## src/verilog/pulse_tally_cfg.svh

```systemverilog
// Purpose: Offsets, reset values, limits and timing counts of the pulse tally.
// Assumes: APB with 32-bit data, one aligned word per register.
// Notes: Definitions only.
`ifndef PULSE_TALLY_CFG_SVH
`define PULSE_TALLY_CFG_SVH

`define OFF_CTRL 8'h00
`define OFF_SCALE 8'h04
`define OFF_PERIOD 8'h08
`define OFF_CMD 8'h0C
`define OFF_TIME 8'h10
`define OFF_STATUS 8'h14
`define OFF_COUNT 8'h18
`define OFF_FROZEN 8'h1C
`define OFF_STAMP 8'h20
`define OFF_SCALED_LO 8'h24
`define OFF_SCALED_HI 8'h28

`define CTRL_OP_BIT 0
`define CTRL_CRIT_LSB 1
`define CMD_READ_BIT 0
`define CMD_GI_BIT 1

`define RST_OP 1'b0
`define RST_CRIT 2'h1
`define RST_SCALE 27'h00003E8
`define SCALE_MIN 27'h00003E8
`define SCALE_MAX 27'h55D4A80
`define RST_PERIOD 12'h03C
`define PERIOD_MAX 12'hE10
`define COUNT_MAX 32'h7FFFFFFF

`define SEC_NS 1000000000
`define CLK_NS 20
`define CLK_PER_SEC (`SEC_NS / `CLK_NS)

`endif

```

## src/verilog/pulse_tally_pkg.sv

```systemverilog
// Purpose: Types shared by the pulse tally files.
// Assumes: Nothing beyond the configuration header.
// Notes: Scaled values are in thousandths of a unit.
package pulse_tally_pkg;

  typedef enum logic [1:0]
  {
    CRIT_OFF = 2'h0,
    CRIT_RISE = 2'h1,
    CRIT_FALL = 2'h2,
    CRIT_ANY = 2'h3
  } edge_e;

  typedef struct packed
  {
    logic invalid;
    logic wrapped;
    logic blocked;
    logic adjusted;
  } quality_s;

  typedef struct packed
  {
    logic [7:0] id;
    logic [63:0] scaled;
    logic [31:0] stamp;
    quality_s quality;
  } report_s;

endpackage

```

## src/verilog/report_clock.sv

```systemverilog
// Purpose: Absolute seconds time base and aligned report boundaries.
// Assumes: Software loads the absolute time through time_wr.
// Notes: A boundary falls on each second whose time is a multiple of the period.
`include "pulse_tally_cfg.svh"
module report_clock #(
  parameter int unsigned CYC_PER_SEC = `CLK_PER_SEC
)
(
  // Clock and reset.
  input wire logic pclk,
  input wire logic presetn,
  // Time load and period.
  input wire logic time_wr,
  input wire logic [31:0] time_val,
  input wire logic [11:0] period,
  // Time and boundary.
  output logic [31:0] sec_now,
  output logic boundary
);
  localparam int PW = $clog2(CYC_PER_SEC);

  logic [PW-1:0] pre_r;
  logic [31:0] sec_r;
  logic boundary_r;
  wire tick = (pre_r == PW'(CYC_PER_SEC - 1));
  wire [31:0] sec_nxt = sec_r + 32'h00000001;
  // A period of zero switches cyclic reporting off.
  wire aligned = (period != 12'h000) && ((sec_nxt % {20'h00000, period}) == 32'h00000000);

  always_ff @(posedge pclk or negedge presetn)
  begin
    if (!presetn)
    begin
      pre_r <= '0;
      sec_r <= 32'h00000000;
      boundary_r <= 1'b0;
    end
    else
    begin
      pre_r <= (tick || time_wr) ? '0 : pre_r + PW'(1);
      sec_r <= time_wr ? time_val : (tick ? sec_nxt : sec_r);
      boundary_r <= tick && !time_wr && aligned; // RQ2
    end
  end

  assign sec_now = sec_r;
  assign boundary = boundary_r;
endmodule

```

## src/verilog/pulse_tally_function.sv

```systemverilog
// Purpose: Pulse counter with cyclic, on-demand and interrogation reports.
// Assumes: All function inputs are synchronous to pclk.
// Notes: Settings, time and commands are reached over APB.
// Notes on behaviour
// RQ1: Count once per rising transition of the pulse input.
// RQ2: Report cyclically every 1 s to 60 min, aligned to absolute time.
// RQ3: A cyclic report never clears the count.
// RQ4: A command triggers one intermediate reading outside the cycle.
// RQ5: A general interrogation command reports all active counters.
// RQ6: The counter only counts upward and never goes negative.
// RQ7: The count is a 32-bit signed value from zero to the maximum.
// RQ8: Initialization clears the count to zero.
// RQ9: Each report holds identity, scaled value, timestamp and quality.
// RQ10: Quality holds invalid, wrapped, blocked and adjusted indications.
// RQ11: Each cycle end freezes the count, stamps it, pulses fresh value.
// RQ12: No counting while the block input is asserted.
// RQ13: Exactly one extra reading per rising edge of read request.
// RQ14: The driver holds read request high longer than one second.
// RQ15: Count clear input sets the count to zero.
// RQ16: Invalid stays high while the input card fails or is misconfigured.
// RQ17: Partial cycle flag after startup, after unblocking, or after a wrap.
// RQ18: Blocked flag high while blocked or the input card is inoperative.
// RQ19: Fresh value pulses only when the count changed since last report.
// RQ20: Scaled report is count times scale with time and status.
// RQ21: Operation switch off or on, off after reset.
// RQ22: Edge criterion off, rising, falling or any, rising after reset.
// RQ23: Scale 1.000 to 90000.000 in steps of 0.001, default 1.000.
// RQ24: Report period 0 to 3600 s in 1 s steps, default 60 s.
// RQ25: Past the maximum the count wraps to zero and the wrap is recorded.
`include "pulse_tally_cfg.svh"
module pulse_tally_function #(
  parameter int unsigned CYC_PER_SEC = `CLK_PER_SEC,
  // Arbitrary identity value.
  parameter logic [7:0] COUNTER_ID = 8'h01
)
(
  // Clock and reset.
  input wire logic pclk,
  input wire logic presetn,
  // APB slave.
  input wire logic psel,
  input wire logic penable,
  input wire logic pwrite,
  input wire logic [7:0] paddr,
  input wire logic [31:0] pwdata,
  output logic [31:0] prdata,
  output logic pready,
  output logic pslverr,
  // Function inputs.
  input wire logic pulse_input,
  input wire logic block,
  input wire logic read_request,
  input wire logic count_clear,
  input wire logic card_fault,
  input wire logic card_down,
  // Function outputs.
  output logic invalid,
  output logic partial_cycle,
  output logic blocked,
  output logic fresh_value_output,
  output pulse_tally_pkg::report_s scaled_report
);
  import pulse_tally_pkg::*;

  function automatic logic hit(input logic [7:0] addr, input logic [7:0] off);
    hit = (addr[7:2] == off[7:2]);
  endfunction

  function automatic logic edge_hit(input edge_e crit, input logic rise, input logic fall);
    case (crit)
      CRIT_RISE: edge_hit = rise;
      CRIT_FALL: edge_hit = fall;
      CRIT_ANY: edge_hit = rise | fall;
      default: edge_hit = 1'b0;
    endcase
  endfunction

  logic op_r;
  edge_e crit_r;
  logic [26:0] scale_r;
  logic [11:0] period_r;
  logic [31:0] count_r;
  logic [31:0] count_nxt;
  logic pulse_prev_r;
  logic rq_prev_r;
  logic dirty_r;
  logic wrap_r;
  logic adj_r;
  logic unblk_r;
  logic first_r;
  logic invalid_r;
  logic partial_r;
  logic blocked_r;
  logic fresh_r;
  report_s report_r;
  logic [31:0] frozen_r;
  logic [31:0] prdata_r;
  logic pready_r;
  logic pslverr_r;
  logic [31:0] sec_now;
  logic boundary;

  // Bus decode.
  wire setup = psel && !penable;
  wire wr_go = psel && penable && pready_r && pwrite;
  wire hit_ctrl = hit(paddr, `OFF_CTRL);
  wire hit_scale = hit(paddr, `OFF_SCALE);
  wire hit_period = hit(paddr, `OFF_PERIOD);
  wire hit_cmd = hit(paddr, `OFF_CMD);
  wire hit_time = hit(paddr, `OFF_TIME);
  wire hit_status = hit(paddr, `OFF_STATUS);
  wire hit_count = hit(paddr, `OFF_COUNT);
  wire hit_frozen = hit(paddr, `OFF_FROZEN);
  wire hit_stamp = hit(paddr, `OFF_STAMP);
  wire hit_slo = hit(paddr, `OFF_SCALED_LO);
  wire hit_shi = hit(paddr, `OFF_SCALED_HI);
  wire map_hit = hit_ctrl | hit_scale | hit_period | hit_cmd | hit_time | hit_status |
                 hit_count | hit_frozen | hit_stamp | hit_slo | hit_shi;
  wire time_wr = wr_go && hit_time;
  wire cmd_wr = wr_go && hit_cmd;

  // Out-of-range settings are clamped rather than refused, so a write always lands.
  wire [26:0] scale_in = pwdata[26:0];
  wire scale_big = (pwdata[31:27] != 5'h00) || (scale_in > `SCALE_MAX);
  wire [26:0] scale_wr = scale_big ? `SCALE_MAX : ((scale_in < `SCALE_MIN) ? `SCALE_MIN : scale_in);
  wire [11:0] period_wr = (pwdata[31:12] != 20'h00000 || pwdata[11:0] > `PERIOD_MAX) ?
                          `PERIOD_MAX : pwdata[11:0];

  // Counting.
  wire blk_now = block | card_down;
  wire rise = pulse_input & ~pulse_prev_r;
  wire fall = ~pulse_input & pulse_prev_r;
  wire inc = op_r && !blk_now && edge_hit(crit_r, rise, fall); // RQ1 RQ12 RQ21 RQ22
  wire at_max = (count_r == `COUNT_MAX); // RQ7
  wire wrap_now = inc && at_max;
  wire rq_rise = read_request && !rq_prev_r;
  wire extra_cmd = cmd_wr && (pwdata[`CMD_READ_BIT] || pwdata[`CMD_GI_BIT]);
  // RQ2 RQ4 RQ5 RQ11 RQ13
  wire report_go = op_r && (boundary || rq_rise || extra_cmd);
  wire [63:0] scaled_now = 64'(count_r) * 64'(scale_r);

  // Clear wins over a pulse in the same cycle; a wrap lands on zero.
  always_comb
  begin
    if (count_clear)
      count_nxt = 32'h00000000; // RQ15
    else if (wrap_now)
      count_nxt = 32'h00000000; // RQ25
    else if (inc)
      count_nxt = count_r + 32'h00000001; // RQ6
    else
      count_nxt = count_r; // RQ3
  end

  // Read mux.
  wire [31:0] ctrl_rd = {29'h0, crit_r, op_r};
  wire [31:0] status_rd = {24'h0, report_r.quality, op_r, blocked_r, partial_r, invalid_r};
  wire [31:0] rd_val =
    hit_ctrl ? ctrl_rd :
    hit_scale ? {5'h00, scale_r} :
    hit_period ? {20'h00000, period_r} :
    hit_time ? sec_now :
    hit_status ? status_rd :
    hit_count ? count_r :
    hit_frozen ? frozen_r :
    hit_stamp ? report_r.stamp :
    hit_slo ? report_r.scaled[31:0] :
    hit_shi ? report_r.scaled[63:32] :
    32'h00000000;

  report_clock #(
    .CYC_PER_SEC(CYC_PER_SEC)
  ) u_clock (
    .pclk(pclk),
    .presetn(presetn),
    .time_wr(time_wr),
    .time_val(pwdata),
    .period(period_r),
    .sec_now(sec_now),
    .boundary(boundary)
  );

  // Settings.
  always_ff @(posedge pclk or negedge presetn)
  begin
    if (!presetn)
    begin
      op_r <= `RST_OP; // RQ21
      crit_r <= edge_e'(`RST_CRIT); // RQ22
      scale_r <= `RST_SCALE; // RQ23
      period_r <= `RST_PERIOD; // RQ24
    end
    else if (wr_go)
    begin
      if (hit_ctrl)
      begin
        op_r <= pwdata[`CTRL_OP_BIT];
        crit_r <= edge_e'(pwdata[`CTRL_CRIT_LSB +: 2]);
      end
      if (hit_scale)
        scale_r <= scale_wr; // RQ23
      if (hit_period)
        period_r <= period_wr; // RQ24
    end
  end

  // Count and per-cycle flags; a new event wins over the report that clears it.
  always_ff @(posedge pclk or negedge presetn)
  begin
    if (!presetn)
    begin
      count_r <= 32'h00000000; // RQ8
      pulse_prev_r <= 1'b0;
      rq_prev_r <= 1'b0;
      dirty_r <= 1'b0;
      wrap_r <= 1'b0;
      adj_r <= 1'b0;
      unblk_r <= 1'b0;
      first_r <= 1'b1;
    end
    else
    begin
      count_r <= count_nxt;
      pulse_prev_r <= pulse_input;
      rq_prev_r <= read_request;
      dirty_r <= inc | count_clear | (dirty_r & ~report_go);
      wrap_r <= wrap_now | (wrap_r & ~report_go); // RQ25
      adj_r <= count_clear | (adj_r & ~report_go);
      unblk_r <= (blocked_r & ~blk_now) | (unblk_r & ~report_go);
      first_r <= first_r & ~report_go;
    end
  end

  // Reports and status outputs.
  always_ff @(posedge pclk or negedge presetn)
  begin
    if (!presetn)
    begin
      invalid_r <= 1'b0;
      partial_r <= 1'b0;
      blocked_r <= 1'b0;
      fresh_r <= 1'b0;
      report_r <= '0;
      frozen_r <= 32'h00000000;
    end
    else
    begin
      invalid_r <= card_fault; // RQ16
      blocked_r <= blk_now; // RQ18
      fresh_r <= report_go & dirty_r; // RQ19
      if (report_go)
      begin
        partial_r <= first_r | unblk_r | wrap_r | wrap_now; // RQ17
        frozen_r <= count_r; // RQ11
        report_r.id <= COUNTER_ID; // RQ9
        report_r.scaled <= scaled_now; // RQ20
        report_r.stamp <= sec_now; // RQ11
        report_r.quality <= '{card_fault, wrap_r | wrap_now, blk_now, adj_r | count_clear}; // RQ10
      end
    end
  end

  // APB answers in the first cycle of the access phase, with no wait state.
  always_ff @(posedge pclk or negedge presetn)
  begin
    if (!presetn)
    begin
      prdata_r <= 32'h00000000;
      pready_r <= 1'b0;
      pslverr_r <= 1'b0;
    end
    else
    begin
      pready_r <= setup;
      pslverr_r <= setup && !map_hit;
      if (setup)
        prdata_r <= pwrite ? 32'h00000000 : rd_val;
    end
  end

  assign prdata = prdata_r;
  assign pready = pready_r;
  assign pslverr = pslverr_r;
  assign invalid = invalid_r;
  assign partial_cycle = partial_r;
  assign blocked = blocked_r;
  assign fresh_value_output = fresh_r;
  assign scaled_report = report_r;
endmodule

```

## config.mk

```make
export PLATFORM = sky130hd
export DESIGN_NAME = pulse_tally_function
export DESIGN_NICKNAME = d
export VERILOG_FILES = /design/src/verilog/pulse_tally_pkg.sv /design/src/verilog/report_clock.sv /design/src/verilog/pulse_tally_function.sv
export VERILOG_INCLUDE_DIRS = /design/src /design/src/verilog
export SDC_FILE = /design/constraint.sdc
export NUM_CORES = 2
export LEC_CHECK = 0
export ABC_AREA = 1
export ABC_CLOCK_PERIOD_IN_PS = 89100
export BUFFER_PORTS_ARGS = -buffer_cell sky130_fd_sc_hd__buf_2
export CAP_MARGIN = 0
export CORE_ASPECT_RATIO = 1.1
export CORE_UTILIZATION = 39
export CTS_BUF_LIST = sky130_fd_sc_hd__clkbuf_16
export CTS_CLUSTER_DIAMETER = 30
export DETAILED_ROUTE_END_ITERATION = 7
export GPL_TIMING_DRIVEN = 1
export SLEW_MARGIN = 0
export SYNTH_ARGS = -nofsm -noshare
export SYNTH_HDL_FRONTEND = slang
export SYNTH_SLANG_ARGS = --single-unit
```

## constraint.sdc

```tcl
create_clock -name pclk -period 89.1 [get_ports pclk]
set_input_delay 4.455 -clock pclk [delete_from_list [all_inputs] [get_ports pclk]]
set_output_delay 4.455 -clock pclk [all_outputs]
set_load 0.02 [all_outputs]
```

Yosys cells after proc, flatten, opt, wreduce, memory -nomap -nowiden
Cells that the tools add are included.
- bits in registers: 306
- output and inout port bits: 146
- word-level logic and storage cells: 146
- add/subtract/negate cells: 3
- multipliers: 1
- divide/modulo/power cells: 1
- magnitude comparators: 3
- equality and inequality tests: 15
- mux-type cells: 21
- bitwise logic cells: 35
- reduce and logical (&&, ||, !) cells: 37
- operator list (operator ; number):
    $mux W32 ; 15
    $mux W27 ; 3
    $add A32 B1 Y32 const B ; 2
    $mul A32 B27 Y59 ; 1
    $eq A32 B31 Y1 const B ; 1
    $logic_not A32 Y1 ; 1
    $mod A32 B12 Y32 ; 1
    $gt A27 B27 Y1 const B ; 1
    $lt A27 B10 Y1 const B ; 1
    $add A26 B1 Y26 const B ; 1
    $eq A26 B26 Y1 const B ; 1
    $mux W26 ; 1
    $eq A6 B3 Y1 const B ; 4
    $or A1 B1 Y1 ; 22
    $reduce_bool A20 Y1 ; 1
    $eq A6 B4 Y1 const B ; 3
    $logic_and A1 B1 Y1 ; 16
    $eq A6 B2 Y1 const B ; 2
    $gt A12 B12 Y1 const B ; 1
    $mux W12 ; 1
    $reduce_bool A12 Y1 ; 1
    $and A1 B1 Y1 ; 9
    $eq A6 B1 Y1 const B ; 1
    $logic_not A6 Y1 ; 1
    other kinds (10) ; 25

Depth between registers and ports, before layout
- word-level depth: 13
- mapped depth: 599
- gate-level depth less buffers: 554

Modules after synthesis
From an unflattened synthesis, not the netlist that was laid out.
- cells, all modules: 10754
- area, all modules: 72935.0 um2
- modules (own cells, without submodules) (module ; times used ; cells each ; area an instance (um2)):
    pulse_tally_function ; 1 ; 5932 ; 42998.7
    report_clock ; 1 ; 4822 ; 29936.2

Worst setup path before layout
No wires, ideal clock.
- kind: reg2reg
- from: register period_r[4]
- to: register u_clock.boundary_r (netlist: u_clock.boundary)
- library setup time: 0.115 ns
- data arrival time: 76.600 ns
- data required time: 88.985 ns
- slack: 12.385 ns
- cell stages (with the launch flop): 564
- buffers on the path: 47
- path through: dfstp_2 > inv_1 > nand3_2 > nor3_4 > nand3_1 > and2_1 > ha_1 > o21ai_0 > nand2_1 > nand3_1 > nand3_1 > o21ai_0 > ha_1 > inv_1 > o21bai_1 > a21o_1 > nand2_2 > clkinv_1 > (+528 left out) > a21oi_1 > o21ai_0 > a21oi_1 > nor2_1 > nor2_1 > o21ai_0 > a21oi_1 > o21ai_0 > inv_1 > nand3_2 > nor2_4 > nand2_4 > buf_4 > nand2_1 > o21ai_1 > nor2_1 > nand3_1 > nor2_1
- longest elaborated chain between the ends: 4
- ends and longest elaborated chain (what ; line ; RTL):
    start: declaration ; pulse_tally_function.sv:81 ; logic [11:0] period_r;
    start signal: assignment ; pulse_tally_function.sv:191 ; period_r <= `RST_PERIOD;
    start signal: assignment ; pulse_tally_function.sv:203 ; period_r <= period_wr;
    $mod A32 B12 Y32 ; report_clock.sv:28 ; wire aligned = (period != 12'h000) && ((sec_nxt % {20'h00000, period}) == 32'h00000000);
    $logic_not A32 Y1 ; report_clock.sv:28 ;
    $logic_and A1 B1 Y1 (*) ; report_clock.sv:28 ;
    $logic_and A1 B1 Y1 (*) ; report_clock.sv:42 ; boundary_r <= tick && !time_wr && aligned;
    end signal: assignment ; report_clock.sv:42 ;
    end: declaration ; report_clock.sv:24 ; logic boundary_r;
Every way passes the cells marked *; elsewhere a longest branch is shown, timed or not.
A chain may end at the register's enable or synchronous reset.

Worst setup path after layout
- from: register u_clock.sec_r[0] (netlist: u_clock.sec_now[0])
- to: register u_clock.boundary_r (netlist: u_clock.boundary)
- longest elaborated chain between the ends: 5
- ends and longest elaborated chain (what ; line ; RTL):
    start: declaration ; report_clock.sv:23 ; logic [31:0] sec_r;
    start signal: assignment ; report_clock.sv:41 ; sec_r <= time_wr ? time_val : (tick ? sec_nxt : sec_r);
    $add A32 B1 Y32 ; report_clock.sv:26 ; wire [31:0] sec_nxt = sec_r + 32'h00000001;
    $mod A32 B12 Y32 ; report_clock.sv:28 ;
    $logic_not A32 Y1 ; report_clock.sv:28 ;
    $logic_and A1 B1 Y1 ; report_clock.sv:28 ;
    $logic_and A1 B1 Y1 ; report_clock.sv:42 ;
No other way between the ends.

==> results.cfg <==
[outcome]
status = finished, final reports clean

[floorplanning]
core_region_area_mm2 = 0.169
io_pins = 197
start_util_pct = 39.3
rows = 158
die_x_um = 395
dieArea_mm2 = 0.172
die_y_um = 435

[detailed_routing]
drtIter0Drc = 4467
drt-total-wl_um = 221000
drtPass1Iterations = 8
wire_per_inst_um = 19.0
via_per_inst = 5.24
postRouteAntennaNets = 0
drcViolationCount = 0
vias = 61000

[placed_design]
dp_hpwl_um = 175000
dp_cells = 11400
io_buffers = 182
routabilityCongestion = 0.984
placed_cell_area_mm2 = 0.0692

[global_route]
use_met3_pct = 7.80
grt_pass1_wl_um = 342000
met1_usage_pct = 32.2
grt_usage_pct = 25.3
busiest_layer = met2
globalRoute.totalOverflow = 0
antenna_found_initial = 33
grt_pass1_vias = 60400
grt_max_degree = 157
use_met2_pct = 40.4

[synth]
synth_top_flop_cell = dfrtp_1
syn-cell-area_mm2 = 0.0664
seq_area_frac_synth_pct = 11.6
yosysWarningCount = 0
synth_async_sr_flop_share_pct = 100
postSynthAreaPerCell_um2 = 7.19
synth_cell_type_count = 94
synth_edf_count = 0
ys_ff_latch = 306
synthCells = 9229

[worst_setup_path]
path_class = register to register
crit_path_max_incr_delay_ns = 0.57
r2r_end = u_clock.boundary
cp_slowest_cell = o31ai_1
cp_max_fo = 41
required_ns = 89.66
r2r_slack_ns = 8.27
rr_worst_depth = 542
cp.arrival_ns = 81.39
crit_path_end_kind = register
rr_startpoint = u_clock.sec_now[0]
path_common_cell = nand2_1
worstSetupStartpointType = register

[sta]
post-route-period-util_pct = 90.7
finalHoldViolCount = 0
slew-limit-headroom_pct = 6.60
final.min_clock_period_ns = 80.83
worstMarginPinSlew_ns = 1.39
clock_skew_ns = 0.0467
final-max-slew-violation-count = 0
fmax_ghz = 0.0124
setup_violations = 0

[clock_tree]
clkTransAtPathRegs_ns = 0.05
numCtsBuffers = 90
cts.htree.levels = 3
clockBufferDepth = 3
cts_tree = done
clk_latency_ns = 0.68
cts_root_buf = clkbuf_16
cts.sinks = 306

[worst_hold_path]
worstHoldEndpoint = first_r
worstHoldStart = first_r
whs_path_depth = 2
hold_class = register to register

[final_layout]
nNetsFinal = 10600
drive_gt1_share_pct = 12.2
design_area_mm2 = 0.0731
final_util_pct = 43.3
synthToLayoutAreaGrowth_pct = 10.1
final_cells = 11600

[run]
drv_cap = 0
how the worst max path moves through the flow:
stage / slack, ns / startpoint / to / cells after the start
floorplan: 12.38 / period_r[4] / u_clock.boundary / 563
global placement: 2.26 / period_r[11] / u_clock.boundary / 528
detailed placement: 0.49 / period_r[11] / u_clock.boundary / 531
CTS: 0.21 / period_r[11] / u_clock.boundary / 531
global route: -0.18 / u_clock.sec_now[10] / u_clock.boundary / 545
finish: 8.27 / u_clock.sec_now[0] / u_clock.boundary / 542
state kept, by name, indices dropped and copies added, names as in the netlist, 2 cells and up:
register,count
scaled_report,96
count_r,32
frozen_r,32
prdata,32
u_clock.sec_now,32
scale_r,27
u_clock.pre_r,26
period_r,12
crit_r,2
critical path: cells and delay by family (launching register included):
| family | cells | cell delay, ns |
|---|---|---|
| and+or+nand+nor | 243 | 27.96 |
| buffers and inverters | 96 | 9.79 |
| AOI/OAI and AO/OA | 171 | 32.03 |
| DFF | 1 | 0.46 |
| adders and majority gates | 32 | 10.21 |
layer usage:
metal	up-vias	routed length, um
met5	-	332
met4	34	8270
met3	391	22100
met2	2055	98700
met1	29500	91600
li1	29000	-
kinds of logic (layout without fill, tap and decap cells):
logic type	Yosys count	after routing	share of synthesized area (%)
AND/OR/NAND/NOR	3873	3881	27.7
buffers and inverters	2237	2382	13.2
adder cells (fa/ha/maj)	1273	1273	32.5
AO/OA/AOI/OAI	1179	1179	10.3
XOR/XNOR	358	358	4.75
flip-flops	306	306	11.6
multiplexers	2	2	0.0302
other	1	23	0.00565
synthesized netlist by cell type (12+ instances only):
cell type | count | share of area, %
xnor2_1 | 116 | 1.5
clkbuf_1 | 270 | 1.5
o221ai_1 | 39 | 0.51
o21ai_1 | 53 | 0.40
ha_1 | 523 | 9.9
nand3_2 | 88 | 1.3
nand2_4 | 52 | 0.88
a21oi_1 | 337 | 2.5
a211oi_1 | 19 | 0.21
buf_4 | 14 | 0.16
nand3_1 | 368 | 2.8
o21bai_1 | 31 | 0.35
o211ai_1 | 17 | 0.19
nand2_1 | 2307 | 13
nor2_4 | 39 | 0.66
nand4_1 | 147 | 1.4
xor2_1 | 240 | 3.2
a31oi_1 | 13 | 0.12
nor4_1 | 19 | 0.18
nor2_1 | 403 | 2.3
a221oi_1 | 16 | 0.21
o22ai_1 | 31 | 0.29
dfrtp_1 | 294 | 11
and2_1 | 13 | 0.12
nand2_2 | 138 | 1.3
a21o_1 | 17 | 0.19
fa_1 | 750 | 23
nand3_4 | 22 | 0.58
nor2_2 | 62 | 0.58
buf_6 | 13 | 0.22
or2_2 | 34 | 0.32
buf_1 | 38 | 0.21
o31ai_1 | 18 | 0.20
dfstp_2 | 12 | 0.47
nand3b_1 | 26 | 0.29
inv_2 | 76 | 0.43
o21ai_0 | 491 | 3.7
clkinv_1 | 24 | 0.14
o21ai_2 | 22 | 0.29
inv_1 | 1767 | 10
nor3_1 | 90 | 0.68
stage by stage:
step           setup WS [ns]  setup TNS, ns  hold slack [ns]
2_1_floorplan          12.38              0            0.433
3_3_place_gp            2.26              0            0.450
3_5_place_dp           0.490              0            0.454
4_1_cts                0.213              0            0.465
5_1_grt               -0.178         -0.178            0.488
6_report                8.27              0            0.465
timing repair:
action / CTS / global route
buffers inserted: 0 / 57
hold buffers: 0 / 0
gates resized for setup: 0 / 58
setup endpoints to repair: 0 / 1
cell usage in the layout, fill, tap and decap left out, types with 60 or more instances in the layout:
cell type	instances
a21oi_1	330
buf_2	181
buf_4	141
clkbuf_16	90
dfrtp_1	279
fa_1	750
ha_1	523
inv_1	1770
inv_2	75
nand2_1	2304
nand2_2	139
nand3_1	368
nand3_2	88
nand4_1	147
nor2_1	393
nor2_2	72
nor3_1	89
o21ai_0	484
o21ai_1	60
xnor2_1	116
xor2_1	240
final cells by class:
| cell class | count | area (um2) |
|---|---|---|
| Antenna cell | 11 | 27.5 |
| Clock buffer | 90 | 2250 |
| Clock inverter | 78 | 805 |
| Fill cell | 17300 | 95800 |
| Inverter | 1884 | 7200 |
| Multi-Input combinational cell | 6705 | 50200 |
| Sequential cell | 306 | 7690 |
| Tap cell | 2240 | 2800 |
| Timing Repair Buffer | 326 | 2040 |
| Timing Repair inverter | 4 | 20.0 |
Power is left out: the tool's default activity adds up to more than one toggle a clock period on the data nets, which glitch-free logic cannot reach.
